`src/fpm_regs.svh`:
```
// Offsets, fields, reset values and status codes of the multiplier block
`ifndef FPM_REGS_SVH
`define FPM_REGS_SVH

// Widest supported floating-point word
`define FPM_MAX_W          24

// Byte offsets
`define FPM_OFF_CTRL       4'h0
`define FPM_OFF_STATUS     4'h4
`define FPM_OFF_RESULT     4'h8
`define FPM_OFF_CONFIG     4'hC

// Control fields and reset value
`define FPM_CTRL_CAPTURE   0
`define FPM_CTRL_RESET     1'h1

// Status register fields
`define FPM_STAT_ST_LSB    0
`define FPM_STAT_NONEMPTY  8
`define FPM_STAT_FULL      9

// Result register fields
`define FPM_RES_ST_LSB     24
`define FPM_RES_VALID      31

// Config register fields
`define FPM_CFG_WIDTH_LSB  0
`define FPM_CFG_EXP_LSB    8
`define FPM_CFG_ACC        16
`define FPM_CFG_INREG      17
`define FPM_CFG_PIPE_LSB   20

// Result status codes
`define FPM_ST_NORM        2'h0
`define FPM_ST_ZERO        2'h1
`define FPM_ST_INF         2'h2
`define FPM_ST_UNDER       2'h3

// Bus responses
`define FPM_RESP_OKAY      2'h0
`define FPM_RESP_DECERR    2'h3

`endif

```
`src/fpm_pkg.sv`:
```
// Types shared by the multiplier block files
`include "fpm_regs.svh"
package fpm_pkg;
    // Value word, zero-extended from the configured width
    typedef logic [`FPM_MAX_W-1:0] fpm_word_type;

    // One result beat through pipe and buffer
    typedef struct packed {
        logic         valid;
        logic         load;
        logic [1:0]   status;
        fpm_word_type value;
    } fpm_beat_type;
endpackage

```
`src/fpm_buf.sv`:
```
// Small FIFO with valid/ready on both sides
`timescale 1ns/100ps
module fpm_buf #(
    parameter int WIDTH = 8,
    parameter int DEPTH = 2
) (
    input  wire logic             aclk,
    input  wire logic             aresetn,
    input  wire logic             in_valid,
    output logic                  in_ready,
    input  wire logic [WIDTH-1:0] in_data,
    output logic                  out_valid,
    input  wire logic             out_ready,
    output logic      [WIDTH-1:0] out_data
);
    localparam int IW = (DEPTH > 1) ? $clog2(DEPTH) : 1;
    localparam int CW = $clog2(DEPTH + 1);

    logic [WIDTH-1:0] mem [DEPTH];   // Entry storage
    logic [IW-1:0]    wr_idx;        // Next slot to fill
    logic [IW-1:0]    rd_idx;        // Oldest slot
    logic [CW-1:0]    count;         // Entries held

    wire push = in_valid && in_ready;
    wire pop  = out_valid && out_ready;

    assign in_ready  = (count != CW'(DEPTH));
    assign out_valid = (count != '0);
    assign out_data  = mem[rd_idx];

    // Storage write; no reset needed, guarded by count
    always_ff @(posedge aclk) begin
        if (push) begin
            mem[wr_idx] <= in_data;
        end
    end

    // Pointers wrap at DEPTH, which need not be a power of two
    always_ff @(posedge aclk) begin
        if (!aresetn) begin
            wr_idx <= '0;
            rd_idx <= '0;
            count  <= '0;
        end else begin
            if (push) begin
                wr_idx <= (wr_idx == IW'(DEPTH - 1)) ? '0 : wr_idx + 1'b1;
            end
            if (pop) begin
                rd_idx <= (rd_idx == IW'(DEPTH - 1)) ? '0 : rd_idx + 1'b1;
            end
            count <= count + CW'(push) - CW'(pop);
        end
    end
endmodule

```
`src/fpm_stage.sv`:
```
// One register stage with clock enable and synchronous active-low reset
`timescale 1ns/100ps
module fpm_stage #(
    parameter int WIDTH = 1
) (
    input  wire logic             aclk,
    input  wire logic             rst_n,
    input  wire logic             ce,
    input  wire logic [WIDTH-1:0] d,
    output logic      [WIDTH-1:0] q
);
    // Reset wins over enable
    always_ff @(posedge aclk) begin
        if (!rst_n) begin
            q <= '0;
        end else if (ce) begin
            q <= d;
        end
    end
endmodule

```
`src/fpm_top.sv`:
```
// Floating-point multiplier with optional accumulation and AXI4-Lite result port
// Behaviour
// - width is 16 or 24, default 16
// - exponent 5 or 8; 24 forces 8
// - no accumulation: result is plain product
// - restart high: drop accumulator, keep product
// - restart low: add product to previous result
// - restart strobe delayed alongside its operands
// - without accumulation restart strobe is ignored
// - each operand has own enable, shared reset
// - input registers add exactly one cycle
// - hidden input controls tie high internally
// - pipeline stages 0 to 4, default 0
// - latency is stages plus input register
// - hidden pipeline controls tie high internally
// - input reset is synchronous, active low
// - pipeline enable/reset also cover accumulator
// - two-bit status: normal, zero, infinity, underflow
`timescale 1ns/100ps
`include "fpm_regs.svh"
module fpm_top #(
    parameter int FP_WIDTH       = 16,
    parameter int EXP_SIZE       = 5,
    parameter bit ACCUM_EN       = 1'b0,
    parameter bit IN_REG_EN      = 1'b0,
    parameter bit HIDE_IN_CTRL   = 1'b0,
    parameter int PIPE_REGS      = 0,
    parameter bit HIDE_PIPE_CTRL = 1'b0,
    parameter int BUF_DEPTH      = 2
) (
    input  wire logic                aclk,
    input  wire logic                aresetn,
    // AXI4-Lite slave
    input  wire logic [3:0]          s_axi_awaddr,
    input  wire logic                s_axi_awvalid,
    output logic                     s_axi_awready,
    input  wire logic [31:0]         s_axi_wdata,
    input  wire logic [3:0]          s_axi_wstrb,
    input  wire logic                s_axi_wvalid,
    output logic                     s_axi_wready,
    output logic [1:0]               s_axi_bresp,
    output logic                     s_axi_bvalid,
    input  wire logic                s_axi_bready,
    input  wire logic [3:0]          s_axi_araddr,
    input  wire logic                s_axi_arvalid,
    output logic                     s_axi_arready,
    output logic [31:0]              s_axi_rdata,
    output logic [1:0]               s_axi_rresp,
    output logic                     s_axi_rvalid,
    input  wire logic                s_axi_rready,
    // Fabric operand side
    input  wire logic [FP_WIDTH-1:0] din_a,
    input  wire logic [FP_WIDTH-1:0] din_b,
    input  wire logic                din_valid,
    input  wire logic                acc_restart,
    input  wire logic                in_reg_a_ce,
    input  wire logic                in_reg_b_ce,
    input  wire logic                in_reg_rst_n,
    input  wire logic                pipe_ce,
    input  wire logic                pipe_rst_n,
    // Fabric result side
    output logic [FP_WIDTH-1:0]      dout,
    output logic [1:0]               dout_status,
    output logic                     dout_valid,
    output logic                     res_ready
);
    // Anything but 24 is 16; 24 forces 8 exponent bits
    localparam int W    = (FP_WIDTH == 24) ? 24 : 16;
    localparam int E    = (W == 24) ? 8 : ((EXP_SIZE == 8) ? 8 : 5);
    localparam int M    = W - 1 - E;
    localparam int NP   = (PIPE_REGS < 0) ? 0 : ((PIPE_REGS > 4) ? 4 : PIPE_REGS);
    localparam int BW   = $bits(fpm_pkg::fpm_beat_type);
    localparam logic [E-1:0]          EMAX = '1;
    localparam logic signed [E+1:0]   BIAS = (E+2)'((1 << (E - 1)) - 1);

    // Effective controls; hidden ones are tied high
    wire ce_a   = HIDE_IN_CTRL ? 1'b1 : in_reg_a_ce;
    wire ce_b   = HIDE_IN_CTRL ? 1'b1 : in_reg_b_ce;
    wire in_rn  = HIDE_IN_CTRL ? 1'b1 : in_reg_rst_n;
    wire p_ce   = HIDE_PIPE_CTRL ? 1'b1 : pipe_ce;
    wire p_rn   = HIDE_PIPE_CTRL ? 1'b1 : pipe_rst_n;
    // Block reset also clears every local register
    wire in_rst_n   = aresetn && in_rn;
    wire pipe_rst_n_all = aresetn && p_rn;

    // Multiply with truncation; denormal inputs flush to zero
    function automatic logic [W+1:0] fp_mul(input logic [W-1:0] a, input logic [W-1:0] b);
        logic              s;
        logic [E-1:0]      ea;
        logic [E-1:0]      eb;
        logic [2*M+1:0]    p;
        logic signed [E+1:0] ex;
        logic [M-1:0]      mr;
        s  = a[W-1] ^ b[W-1];
        ea = a[W-2:M];
        eb = b[W-2:M];
        p  = {1'b1, a[M-1:0]} * {1'b1, b[M-1:0]};
        ex = $signed({2'b00, ea}) + $signed({2'b00, eb}) - BIAS;
        if (p[2*M+1]) begin
            mr = p[2*M:M+1];
            ex = ex + (E+2)'(1);
        end else begin
            mr = p[2*M-1:M];
        end
        if (ea == '0 || eb == '0) begin
            fp_mul = {`FPM_ST_ZERO, s, {(W-1){1'b0}}};
        end else if (ea == EMAX || eb == EMAX || ex >= $signed({2'b00, EMAX})) begin
            fp_mul = {`FPM_ST_INF, s, EMAX, {M{1'b0}}};
        end else if (ex <= 0) begin
            fp_mul = {`FPM_ST_UNDER, s, {(W-1){1'b0}}};
        end else begin
            fp_mul = {`FPM_ST_NORM, s, ex[E-1:0], mr};
        end
    endfunction

    // Add with truncation; an exact cancel gives +0
    function automatic logic [W+1:0] fp_add(input logic [W-1:0] a, input logic [W-1:0] b);
        logic [W-1:0]        big;
        logic [W-1:0]        sml;
        logic [E-1:0]        d;
        logic [M+1:0]        mb;
        logic [M+1:0]        ms;
        logic [M+1:0]        sum;
        logic signed [E+1:0] ex;
        big = (a[W-2:0] >= b[W-2:0]) ? a : b;
        sml = (a[W-2:0] >= b[W-2:0]) ? b : a;
        d   = big[W-2:M] - sml[W-2:M];
        mb  = {2'b01, big[M-1:0]};
        ms  = {2'b01, sml[M-1:0]} >> d;
        sum = (big[W-1] == sml[W-1]) ? mb + ms : mb - ms;
        ex  = $signed({2'b00, big[W-2:M]});
        if (sum[M+1]) begin
            sum = sum >> 1;
            ex  = ex + (E+2)'(1);
        end
        for (int i = 0; i < M + 1; i++) begin
            if (!sum[M] && sum != '0) begin
                sum = sum << 1;
                ex  = ex - (E+2)'(1);
            end
        end
        if (big[W-2:M] == EMAX) begin
            fp_add = {`FPM_ST_INF, big[W-1], EMAX, {M{1'b0}}};
        end else if (sml[W-2:M] == '0) begin
            // Other operand zero: result is the larger
            fp_add = {(big[W-2:M] == '0) ? `FPM_ST_ZERO : `FPM_ST_NORM, big};
        end else if (sum == '0) begin
            fp_add = {`FPM_ST_ZERO, {W{1'b0}}};
        end else if (ex >= $signed({2'b00, EMAX})) begin
            fp_add = {`FPM_ST_INF, big[W-1], EMAX, {M{1'b0}}};
        end else if (ex <= 0) begin
            fp_add = {`FPM_ST_UNDER, big[W-1], {(W-1){1'b0}}};
        end else begin
            fp_add = {`FPM_ST_NORM, big[W-1], ex[E-1:0], sum[M-1:0]};
        end
    endfunction

    // Operand stage outputs
    logic [W-1:0] op_a;         // Operand A after optional register
    logic [W-1:0] op_b;         // Operand B after optional register
    logic [1:0]   op_tag;       // {valid, restart} after optional register

    // Restart dropped when accumulation is off
    wire restart_in = ACCUM_EN ? acc_restart : 1'b0;

    // Optional input registers, one per operand
    generate
        if (IN_REG_EN) begin : g_inreg
            fpm_stage #(.WIDTH(W)) u_reg_a (
                .aclk  (aclk),
                .rst_n (in_rst_n),
                .ce    (ce_a),
                .d     (din_a),
                .q     (op_a)
            );
            fpm_stage #(.WIDTH(W)) u_reg_b (
                .aclk  (aclk),
                .rst_n (in_rst_n),
                .ce    (ce_b),
                .d     (din_b),
                .q     (op_b)
            );
            // Restart and valid ride with the pair, so they need both enables
            fpm_stage #(.WIDTH(2)) u_reg_tag (
                .aclk  (aclk),
                .rst_n (in_rst_n),
                .ce    (ce_a && ce_b),
                .d     ({din_valid, restart_in}),
                .q     (op_tag)
            );
        end else begin : g_noinreg
            // No state at all in this path
            assign op_a   = din_a;
            assign op_b   = din_b;
            assign op_tag = {din_valid, restart_in};
        end
    endgenerate

    // Product beat entering the pipe
    wire [W+1:0] prod = fp_mul(op_a, op_b);
    fpm_pkg::fpm_beat_type pipe_in;
    assign pipe_in.valid  = op_tag[1];
    assign pipe_in.load   = op_tag[0];
    assign pipe_in.status = prod[W+1:W];
    assign pipe_in.value  = fpm_pkg::fpm_word_type'(prod[W-1:0]);

    // Pipeline chain; restart travels inside the beat
    wire [BW-1:0] chain [NP+1];
    assign chain[0] = pipe_in;
    generate
        for (genvar i = 0; i < NP; i++) begin : g_pipe
            fpm_stage #(.WIDTH(BW)) u_pipe (
                .aclk  (aclk),
                .rst_n (pipe_rst_n_all),
                .ce    (p_ce),
                .d     (chain[i]),
                .q     (chain[i+1])
            );
        end
    endgenerate
    fpm_pkg::fpm_beat_type pipe_out;
    assign pipe_out = chain[NP];
    wire [W-1:0] p_val = pipe_out.value[W-1:0];

    // Accumulate onto the stored previous result
    logic [W-1:0] acc_q;                                   // Accumulator register
    wire  [W+1:0] acc_sum = fp_add(p_val, acc_q);
    wire          take_prod = !ACCUM_EN || pipe_out.load;
    wire  [W-1:0] res_val = take_prod ? p_val : acc_sum[W-1:0];
    wire  [1:0]   res_st  = take_prod ? pipe_out.status : acc_sum[W+1:W];

    // Accumulator shares pipeline enable and reset
    generate
        if (ACCUM_EN) begin : g_acc
            fpm_stage #(.WIDTH(W)) u_acc (
                .aclk  (aclk),
                .rst_n (pipe_rst_n_all),
                .ce    (p_ce),
                .d     (res_val),
                .q     (acc_q)
            );
        end else begin : g_noacc
            assign acc_q = '0;
        end
    endgenerate

    // Straight out, so latency stays stages plus input register
    assign dout        = res_val;
    assign dout_status = res_st;
    assign dout_valid  = pipe_out.valid;

    // Register file state
    logic        cap_en;       // Copy results into the read buffer
    logic [3:0]  aw_addr_q;    // Held write address
    logic [31:0] w_data_q;     // Held write data
    logic [3:0]  w_strb_q;     // Held write strobes
    logic        aw_got;       // Write address taken
    logic        w_got;        // Write data taken

    // Read buffer; ready exported so fabric stalls rather than lose words
    fpm_pkg::fpm_beat_type buf_in;
    fpm_pkg::fpm_beat_type buf_out;
    logic                  buf_in_ready;
    logic                  buf_out_valid;
    assign buf_in.valid  = 1'b1;
    assign buf_in.load   = pipe_out.load;
    assign buf_in.status = res_st;
    assign buf_in.value  = fpm_pkg::fpm_word_type'(res_val);
    wire buf_push = dout_valid && cap_en && p_ce;
    assign res_ready = buf_in_ready || !cap_en;

    // Read side decode
    wire ar_hs    = s_axi_arvalid && s_axi_arready;
    wire rd_ctrl  = (s_axi_araddr == `FPM_OFF_CTRL);
    wire rd_stat  = (s_axi_araddr == `FPM_OFF_STATUS);
    wire rd_res   = (s_axi_araddr == `FPM_OFF_RESULT);
    wire rd_cfg   = (s_axi_araddr == `FPM_OFF_CONFIG);
    wire rd_hit   = rd_ctrl || rd_stat || rd_res || rd_cfg;
    wire buf_pop  = ar_hs && rd_res && buf_out_valid;

    fpm_buf #(.WIDTH(BW), .DEPTH(BUF_DEPTH)) u_buf (
        .aclk      (aclk),
        .aresetn   (aresetn),
        .in_valid  (buf_push),
        .in_ready  (buf_in_ready),
        .in_data   (buf_in),
        .out_valid (buf_out_valid),
        .out_ready (buf_pop),
        .out_data  (buf_out)
    );

    // Read data words
    wire [31:0] ctrl_word = 32'(cap_en) << `FPM_CTRL_CAPTURE;
    wire [31:0] stat_word = (32'(res_st) << `FPM_STAT_ST_LSB)
                          | (32'(buf_out_valid) << `FPM_STAT_NONEMPTY)
                          | (32'(!buf_in_ready) << `FPM_STAT_FULL);
    wire [31:0] res_word  = buf_out_valid ? ((32'(buf_out.value))
                          | (32'(buf_out.status) << `FPM_RES_ST_LSB)
                          | (32'h1 << `FPM_RES_VALID)) : 32'h0;
    wire [31:0] cfg_word  = (32'(W) << `FPM_CFG_WIDTH_LSB)
                          | (32'(E) << `FPM_CFG_EXP_LSB)
                          | (32'(ACCUM_EN) << `FPM_CFG_ACC)
                          | (32'(IN_REG_EN) << `FPM_CFG_INREG)
                          | (32'(NP) << `FPM_CFG_PIPE_LSB);
    wire [31:0] rd_word   = rd_ctrl ? ctrl_word :
                            rd_stat ? stat_word :
                            rd_res  ? res_word  :
                            rd_cfg  ? cfg_word  : 32'h0;

    // Write side decode
    wire do_write = aw_got && w_got && !s_axi_bvalid;
    wire wr_ctrl  = (aw_addr_q == `FPM_OFF_CTRL);
    wire wr_hit   = wr_ctrl || (aw_addr_q == `FPM_OFF_STATUS)
                  || (aw_addr_q == `FPM_OFF_RESULT) || (aw_addr_q == `FPM_OFF_CONFIG);

    assign s_axi_awready = !aw_got && !s_axi_bvalid;
    assign s_axi_wready  = !w_got && !s_axi_bvalid;
    assign s_axi_arready = !s_axi_rvalid;

    // Capture address and data in either order
    always_ff @(posedge aclk) begin
        if (!aresetn) begin
            aw_got    <= 1'b0;
            w_got     <= 1'b0;
            aw_addr_q <= 4'h0;
            w_data_q  <= 32'h0;
            w_strb_q  <= 4'h0;
        end else if (do_write) begin
            aw_got <= 1'b0;
            w_got  <= 1'b0;
        end else begin
            if (s_axi_awvalid && s_axi_awready) begin
                aw_got    <= 1'b1;
                aw_addr_q <= s_axi_awaddr;
            end
            if (s_axi_wvalid && s_axi_wready) begin
                w_got    <= 1'b1;
                w_data_q <= s_axi_wdata;
                w_strb_q <= s_axi_wstrb;
            end
        end
    end

    // Write effect and response; read-only registers answer OKAY
    always_ff @(posedge aclk) begin
        if (!aresetn) begin
            cap_en       <= `FPM_CTRL_RESET;
            s_axi_bvalid <= 1'b0;
            s_axi_bresp  <= `FPM_RESP_OKAY;
        end else if (do_write) begin
            if (wr_ctrl && w_strb_q[0]) begin
                cap_en <= w_data_q[`FPM_CTRL_CAPTURE];
            end
            s_axi_bvalid <= 1'b1;
            s_axi_bresp  <= wr_hit ? `FPM_RESP_OKAY : `FPM_RESP_DECERR;
        end else if (s_axi_bready) begin
            s_axi_bvalid <= 1'b0;
        end
    end

    // Read answer one cycle after address
    always_ff @(posedge aclk) begin
        if (!aresetn) begin
            s_axi_rvalid <= 1'b0;
            s_axi_rdata  <= 32'h0;
            s_axi_rresp  <= `FPM_RESP_OKAY;
        end else if (ar_hs) begin
            s_axi_rvalid <= 1'b1;
            s_axi_rdata  <= rd_word;
            s_axi_rresp  <= rd_hit ? `FPM_RESP_OKAY : `FPM_RESP_DECERR;
        end else if (s_axi_rready) begin
            s_axi_rvalid <= 1'b0;
        end
    end
endmodule

```
`config.mk`:
```
export PLATFORM = sky130hd
export DESIGN_NAME = fpm_top
export DESIGN_NICKNAME = d
export VERILOG_FILES = /design/src/fpm_pkg.sv /design/src/fpm_buf.sv /design/src/fpm_stage.sv /design/src/fpm_top.sv
export VERILOG_INCLUDE_DIRS = /design/src /design/src/src
export SDC_FILE = /design/constraint.sdc
export NUM_CORES = 1
export LEC_CHECK = 0
export ABC_AREA = 1
export BUFFER_PORTS_ARGS = -buffer_cell sky130_fd_sc_hd__clkbuf_2
export CELL_PAD_IN_SITES_DETAIL_PLACEMENT = 2
export CELL_PAD_IN_SITES_GLOBAL_PLACEMENT = 2
export CORE_MARGIN = 5
export CORE_UTILIZATION = 35
export DETAILED_ROUTE_END_ITERATION = 8
export PLACE_DENSITY = 0.85
export SLEW_MARGIN = 10
export SYNTH_ARGS = -nofsm -noshare
export SYNTH_HDL_FRONTEND = slang
export SYNTH_SLANG_ARGS = --single-unit
```
`constraint.sdc`:
```
create_clock -name aclk -period 14.4 [get_ports aclk]
set_input_delay 1.44 -clock aclk [delete_from_list [all_inputs] [get_ports aclk]]
set_output_delay 1.44 -clock aclk [all_outputs]
set_load 0.005 [all_outputs]
```
==> results.toml, run 1 <==
[routing]
ant_nets = 0
dr.pass1.iters = 4
wirelength_mm = 23.81
vias = 6617
vias_per_cell = 4.816
drc = 0
avgRoutedWirePerCell_um = 17.33
first_iter_violations = 221

[logic_synthesis]
avgSynthCellArea_um2 = 7.660
postSynthCellCount = 1013
ys_seq_elements = 73
synth_cell_types = 40
synth_area_leaders = "fa_1 21%, edfxtp_1 14%, nand2_1 14%, inv_1 11%, ha_1 11%"
ys_warn_count = 0
seq_area_frac_synth_pct = 23.48
synth_top_area_cell = "fa_1"
async_flop_share_pct = 0
synth.top_cell.area_share_pct = 20.64
synth_flop_cell = "dfxtp_1"
syn_area_um2 = 7760
synth_edf_count = 36

[clock_tree]
cts-root-buf = "clkbuf_16"
clk_latency_ps = 330
cts_hold_buf = 0
ctsResizeCount = 0
clock_sinks = 73
clkSlewWorstSetupHoldPaths_ps = 60
cts_tree = "done"
cts_setup_buffers = 0
clk_path_buf_depth = 2
numCtsBuffers = 9
htreeDepth = 3

[worst_setup_path]
worst-path-max-fanout = 17
cp_common_cell = "nand2_1"
slowest_delay_ps = 570
cp.arrival_ps = 7710
criticalPathCategory = "in2out"
crit_required_ps = 12960
slowest_stage = "fa_1"
startpoint_type = "input pin"
endpoint_kind = "output port"

[sta]
worst_pin_slew_ps = 1031
period_share_pct = 63.53
drv_slew = 0
hold_viol = 0
rsz0062_at_grt = "false"
tns_ps = 0
finalClockSkew_ps = 5.587
finalSetupViolCount = 0
maxSlewHeadroom_pct = 31.02
post-route-min-period_ps = 9148
fmax_ghz = 0.1093

[floorplan]
die_area_um2 = 25250
dieWidth_um = 158.9
fp.coreArea_um2 = 21820
fp.dieH_um = 158.9
start_util_pct = 35.56
boundaryPins = 151
core.rowCount = 54

[placement]
place_congestion = 0.7665
dpl.hpwl_mm = 20.33
io_buffer_count = 98
post_dp_cell_area_um2 = 8419
placed_cells = 1358

[power_and_ir_drop]
p_clk_share_pct = 11.6
powerDensity_nw_per_um2 = 194.5
p_switching_uw = 866.2
p_leak_uw = 0.004772
combPwrFrac_pct = 71.0
peakVddDrop_uv = 86.43
pwr-share-seq_pct = 17.4
swShare_pct = 51.33
p_int_uw = 821.3

[finish]
n_antenna_cell = 0
final_common_cell = "nand2_1"
final_nets = 1327
final_area_um2 = 8676
area_growth_pct = 11.80
final-instance-count-excl-fill = 1374
final_cell_mix = "280 x nand2_1, 237 x inv_1, 98 x clkbuf_2"
drive_gt1_share_pct = 12.71

[global_routing]
grt_use_total_pct = 18.88
grt_pass1_vias = 7578
antenna_found_initial = 0
grt_overflow = 0
grt_max_degree = 25
grt_pass1_wl_mm = 39.37

[status]
status = "completed"

[min_path]
hold_class = "reg2reg"

[flow_run]
cap_violations = 0
-- synthesized netlist by cell type (3+ instances only) --
master	n
buf_2	4
xor2_1	8
nand2_4	4
nor2_1	50
nand2_2	10
dfxtp_1	37
nor2_2	3
nor3_1	9
fa_1	80
nand2_1	280
edfxtp_1	36
nand4_1	4
buf_4	16
clkbuf_1	26
nand3_1	19
nand3b_1	3
a21oi_1	62
xnor2_1	10
inv_1	237
ha_1	68
o21ai_0	23
-- routing by layer --
metal  GRT usage [%]  part of all wire (%)  up-vias
li1                -                     -     3163
met5               0                     0        -
met4           5.079                   2.3        0
met1           22.90                    42     3297
met2           34.73                    52      120
met3           2.903                   3.1       37
-- sequential cells by signal (all words and copies together) (netlist names), named ones only --
name          count
w_strb_q          1
u_buf.mem        36
u_buf.wr_idx      1
s_axi_bresp       1
w_got             1
s_axi_rresp       1
w_data_q          1
u_buf.count       2
cap_en            1
s_axi_rdata      19
aw_addr_q         4
s_axi_bvalid      1
s_axi_rvalid      1
u_buf.rd_idx      1
aw_got            1
-- power groups by stage --
stage          clock, µW  sequential, µW  combinational, µW
2_1_floorplan          0             292                818
3_3_place_gp           0             293               1120
3_5_place_dp           0             297               1210
4_1_cts              202             293               1220
5_1_grt              211             295               1370
6_report             196             293               1200
-- worst paths after layout --
kind | cells after the start | start | end | slack (ps)
max | 31 | din_b[9] | dout[0] | 5250
max reg2reg | 8 | s_axi_rvalid | u_buf.count[1] | 11660
min | 2 | aw_addr_q[2] | aw_addr_q[2] | 460
min reg2reg | 2 | aw_addr_q[2] | aw_addr_q[2] | 460
-- logic make-up after synthesis --
logic type,after synthesis,share of synthesized area (%)
simple gates,387,20.98
buf+inv,286,14.67
fa+ha+maj,148,31.60
compound gates,99,7.062
flops,73,23.48
xor+xnor,18,2.032
other cells,1,0.04833
mux,1,0.1290
-- worst max-delay path: cells and delay by family --
kind            cells  cell delay [ps]
compound gates      3              820
fa+ha+maj           6             3030
buf+inv             8              820
simple gates       14             1600
-- final cells by class --
class                           instances  area, µm²
Timing Repair Buffer                  100      505.5
Sequential cell                        73       1822
Clock inverter                          4      20.02
Inverter                              239      897.1
Clock buffer                           12      236.5
Tap cell                              280      350.3
Fill cell                            2613      13150
Multi-Input combinational cell        666       4845
-- metrics by stage --
stage	power [µW]	util [%]	setup slack, ps	hold WS, ps
after floorplan	1110	-	6360	424.7
after detailed placement	1512	38.58	5218	449.2
after global routing	1871	39.75	4852	490.6
after global placement	1410	38.58	5587	442.8
after CTS	1719	39.75	5187	466.4
final	1687	39.75	5252	464.4
Note: power is estimated with default switching activity, not from simulation.
==> run 2, diff against run 1 <==
- CORE_UTILIZATION: 35 -> 29
- PLACE_DENSITY: 0.85 -> 0.75
- clock period: 14.4 -> 7.45 ns (I/O delays scaled with it)
==> results.toml, run 2 (synthesis gave the netlist of run 1 again) <==
[finish]
area_growth_pct = 16.33
n_antenna_cell = 0
fillers = 3120
final_common_cell = "nand2_1"
drive_gt1_share_pct = 15.25
multi_input_area_um2 = 4922
regMostFlops = "u_buf.mem"
final_nets = 1349
seqCellArea_um2 = 1822
final_cell_mix = "279 x nand2_1, 237 x inv_1, 90 x clkbuf_2"
largest_register_ffs = 36
reg_top3 = "u_buf.mem x36, s_axi_rdata x19, aw_addr_q x4"

[clock_tree]
clk_path_buf_depth = 2
cts-root-buf = "clkbuf_16"
clkSlewWorstSetupHoldPaths_ps = 50
cts_tree = "done"
clock_sinks = 73
clk_latency_ps = 330
htreeDepth = 3
cts_hold_buf = 0
numCtsBuffers = 9

[placement]
dpl.hpwl_mm = 19.00
place_ws_ps = 18.91
place_congestion = 0.7638
io_buffer_count = 98

[sta]
drv_slew = 0
fmax_ghz = 0.1419
period_share_pct = 94.62
maxSlewHeadroom_pct = 33.78
fin_ws_ps = 400.8
hold_viol = 0
tns_ps = 0
post-route-min-period_ps = 7049
worst_pin_slew_ps = 989.7
finalClockSkew_ps = 7.021
finalSetupViolCount = 0

[routing]
wirelength_mm = 21.79
first_iter_violations = 118
ant_nets = 0
avgRoutedWirePerCell_um = 15.03
dr.pass1.iters = 4
vias_per_cell = 4.488
vias = 6507
drc = 0

[worst_setup_path]
worst-path-max-fanout = 8
cp.arrival_ps = 6300
r2r_slack_ps = 4760
endpoint_kind = "output port"
startpoint_type = "input pin"
r2r_end = "u_buf.count[1]"
criticalPathCategory = "in2out"
r2r-start = "s_axi_rvalid"
rr_worst_depth = 8
crit_end = "dout[8]"
slowest_delay_ps = 580
slowest_stage = "fa_1"
critPathLaunch = "din_b[5]"
cp_common_cell = "nand2_1"
crit_required_ps = 6700

[global_routing]
grt_pass1_vias = 7293
grt_overflow = 0
grt_pass1_wl_mm = 36.47
grt_max_degree = 25
grt_use_total_pct = 14.56
antenna_found_initial = 0

[power_and_ir_drop]
peakVddDrop_uv = 145.1
powerDensity_nw_per_um2 = 373.0
p_total_uw = 3367
p_leak_uw = 0.004908

[floorplan]
die_area_um2 = 30130
fp.dieH_um = 173.6
start_util_pct = 29.61
fp.coreArea_um2 = 26210
boundaryPins = 151
core.rowCount = 59
dieWidth_um = 173.6

[min_path]
hold_class = "reg2reg"
worstHoldStart = "w_data_q[0]"

[flow_run]
cap_violations = 0

[status]
status = "completed"
[run 2: cell types whose count changed in the layout (fill, tap and decap cells not counted), sizes merged]
cell and delta:
buf +26, clkinvlp +2, clkinv -2, clkbuf -6
bufinv +1
[run 2: final cells by class]
class	count	share of cell area (%)
sequential	73	20.18
inverter	239	9.938
timing repair buffer	122	7.540
tap	335	4.643
clock inverter	5	0.6376
clock buffer	10	2.536
multi-input combinational	666	54.53
[run 2: where the power goes]
part           leakage [µW]  total (µW)  switching (µW)  internal (µW)
sequential         0.000637         561            14.3            546
clock              0.000132         413             157            257
combinational       0.00414        2390            1490            905
[run 2: worst min-delay path by stage]
stage,cells after the start,endpoint
after floorplan,2,w_data_q[0]
after global placement,2,aw_addr_q[2]
after detailed placement,2,w_data_q[0]
after CTS,2,w_data_q[0]
after global routing,2,s_axi_rdata[8]
final,2,w_data_q[0]
[run 2: stage by stage]
stage | instance area, µm² | hold WS (ps) | utilization [%] | instances
floorplan | 7805 | 424.7 | - | 1025
global placement | 8646 | 439.9 | 32.99 | 1434
detailed placement | 8646 | 459.7 | 32.99 | 1434
CTS | 8932 | 464.5 | 34.08 | 1449
global route | 9027 | 491.9 | 34.45 | 1450
finish | 9027 | 458.0 | 34.45 | 1450
[run 2: metal layers]
metal  share of wire [%]  track usage, %  vias up
met1                  45           18.15     3197
met5                   0               0        -
met3                 2.6           1.876       12
met2                  51           27.11       87
li1                    -               -     3211
met4                 1.2           2.705        0
[run 2: critical path, delay by kind of cell]
kind                     cells  cell delay (ps)
AO/OA/AOI/OAI                4              670
adder cells (fa/ha/maj)      6             2950
buffers and inverters        6              590
AND/OR/NAND/NOR             13             1320
[run 2: what timing repair did]
item | in CTS | in global routing
resized for setup | 0 | 25
setup buffers | 0 | 1
endpoints found under the setup margin | 0 | 13
==> run 3, diff against run 2 <==
- CORE_UTILIZATION: 29 -> 30
- CTS_BUF_LIST: default -> sky130_fd_sc_hd__clkbuf_4 sky130_fd_sc_hd__clkbuf_8
- PLACE_DENSITY: 0.75 -> 0.77
==> results.toml, run 3 (synthesis gave the netlist of run 1 again) <==
[status]
status = "completed"

[global_routing]
grt_pass1_wl_mm = 36.31
antenna_found_initial = 0
grt_overflow = 0
grt_use_total_pct = 15.32
grt_pass1_vias = 7339
grt_max_degree = 25

[clock_tree]
htreeDepth = 3
cts-root-buf = "clkbuf_8"
clkSlewWorstSetupHoldPaths_ps = 80
cts_tree = "done"
clk_latency_ps = 350
cts_hold_buf = 0
clock_sinks = 73
numCtsBuffers = 9
clk_path_buf_depth = 2

[sta]
finalClockSkew_ps = 9.876
rsz0062_at_grt = "false"
finalSetupViolCount = 0
period_share_pct = 94.99
hold_viol = 0
fmax_ghz = 0.1413
drv_slew = 0
tns_ps = 0
post-route-min-period_ps = 7077
worst_pin_slew_ps = 1016
maxSlewHeadroom_pct = 32.04

[worst_setup_path]
worst-path-max-fanout = 9
slowest_stage = "fa_1"
r2r_slack_ps = 4770
startpoint_type = "input pin"
r2r_end = "u_buf.count[1]"
crit_required_ps = 6700
rr_worst_depth = 8
cp.arrival_ps = 6330
slowest_delay_ps = 550
endpoint_kind = "output port"
criticalPathCategory = "in2out"
r2r-start = "s_axi_rvalid"

[finish]
reg_top3 = "u_buf.mem x36, s_axi_rdata x19, aw_addr_q x4"
final_nets = 1349
regMostFlops = "u_buf.mem"
final_common_cell = "nand2_1"
drive_gt1_share_pct = 15.59
area_growth_pct = 15.93
final_cell_mix = "278 x nand2_1, 237 x inv_1, 92 x clkbuf_2"
n_antenna_cell = 0
fillers = 2947
largest_register_ffs = 36
post-route-util_pct = 35.52

[routing]
drc = 0
ant_nets = 0
vias = 6558
dr.pass1.iters = 4
vias_per_cell = 4.535
avgRoutedWirePerCell_um = 15.37
wirelength_mm = 22.23
first_iter_violations = 150

[power_and_ir_drop]
peakVddDrop_uv = 154.1
p_leak_uw = 0.004912
swShare_pct = 49.43
p_clk_share_pct = 11.5
pwr-share-seq_pct = 16.8
powerDensity_nw_per_um2 = 372.0
combPwrFrac_pct = 71.8
p_switching_uw = 1654
p_int_uw = 1692

[floorplan]
dieWidth_um = 170.8
fp.coreArea_um2 = 25330
boundaryPins = 151
fp.dieH_um = 170.8
die_area_um2 = 29180
start_util_pct = 30.64
core.rowCount = 58

[placement]
dpl.hpwl_mm = 19.48
place_congestion = 0.7778
io_buffer_count = 98

[min_path]
hold_class = "reg2reg"
holdPathStages = 2
worstHoldStart = "aw_addr_q[3]"
holdPathEnd = "aw_addr_q[3]"

[flow_run]
cap_violations = 0
## run 3: worst max-delay path, delay by kind of cell
kind / cells / cell delay (ps)
adder cells (fa/ha/maj): 6 / 2980
AND/OR/NAND/NOR: 15 / 1490
buffers and inverters: 8 / 750
AO/OA/AOI/OAI: 2 / 330
## run 3: per-layer routing
layer  GRT usage, %  part of all wire, %
met5              0                    0
met4          2.480                 0.76
met3          1.756                  3.8
met2          28.73                   52
met1          19.23                   44
## run 3: stage by stage
stage	hold WS, ps	std cells	area, µm²	setup slack [ps]	total power, µW
floorplan	424.7	1025	7805	799.8	2145
global placement	440.1	1428	8632	197.0	2801
detailed placement	461.5	1428	8632	-53.87	2917
CTS	473.9	1444	8891	25.68	3340
global route	492.0	1446	8996	9.214	3745
finish	464.1	1446	8996	373.5	3346
## run 3: worst max-delay path by stage
| stage | slack [ps] | to | cells after the start | startpoint |
|---|---|---|---|---|
| after global routing | 9 | dout[14] | 33 | din_b[9] |
| after CTS | 30 | dout[0] | 30 | din_b[7] |
| final | 370 | dout[13] | 31 | din_b[9] |
| after global placement | 200 | dout[1] | 29 | din_a[7] |
| after detailed placement | -50 | dout[10] | 29 | din_b[7] |
| after floorplan | 800 | dout[0] | 28 | din_a[3] |
## run 3: repair_timing
| action | 4_1_cts | 5_1_grt |
|---|---|---|
| endpoints found under the setup margin | 3 | 16 |
| hold endpoints to repair | 0 | 0 |
| setup buffers | 0 | 2 |
| resized for setup | 3 | 25 |
| pin swaps | 0 | 2 |
## run 3: power groups by stage
stage	logic (µW)	registers (µW)	clock network [µW]
2_1_floorplan	1580	565	0
3_3_place_gp	2230	566	0
3_5_place_dp	2350	570	0
4_1_cts	2380	561	395
5_1_grt	2770	566	414
6_report	2400	561	384
## run 3: cell type report
cell class | instances | area, µm² | area share [%]
multi-input cells | 666 | 4935 | 54.85
clock buffers | 11 | 145.1 | 1.613
well taps | 330 | 412.9 | 4.590
inverters | 239 | 897.1 | 9.972
flip-flops and latches | 73 | 1822 | 20.25
repair buffers | 122 | 683.2 | 7.594
clock inverters | 5 | 101.3 | 1.127
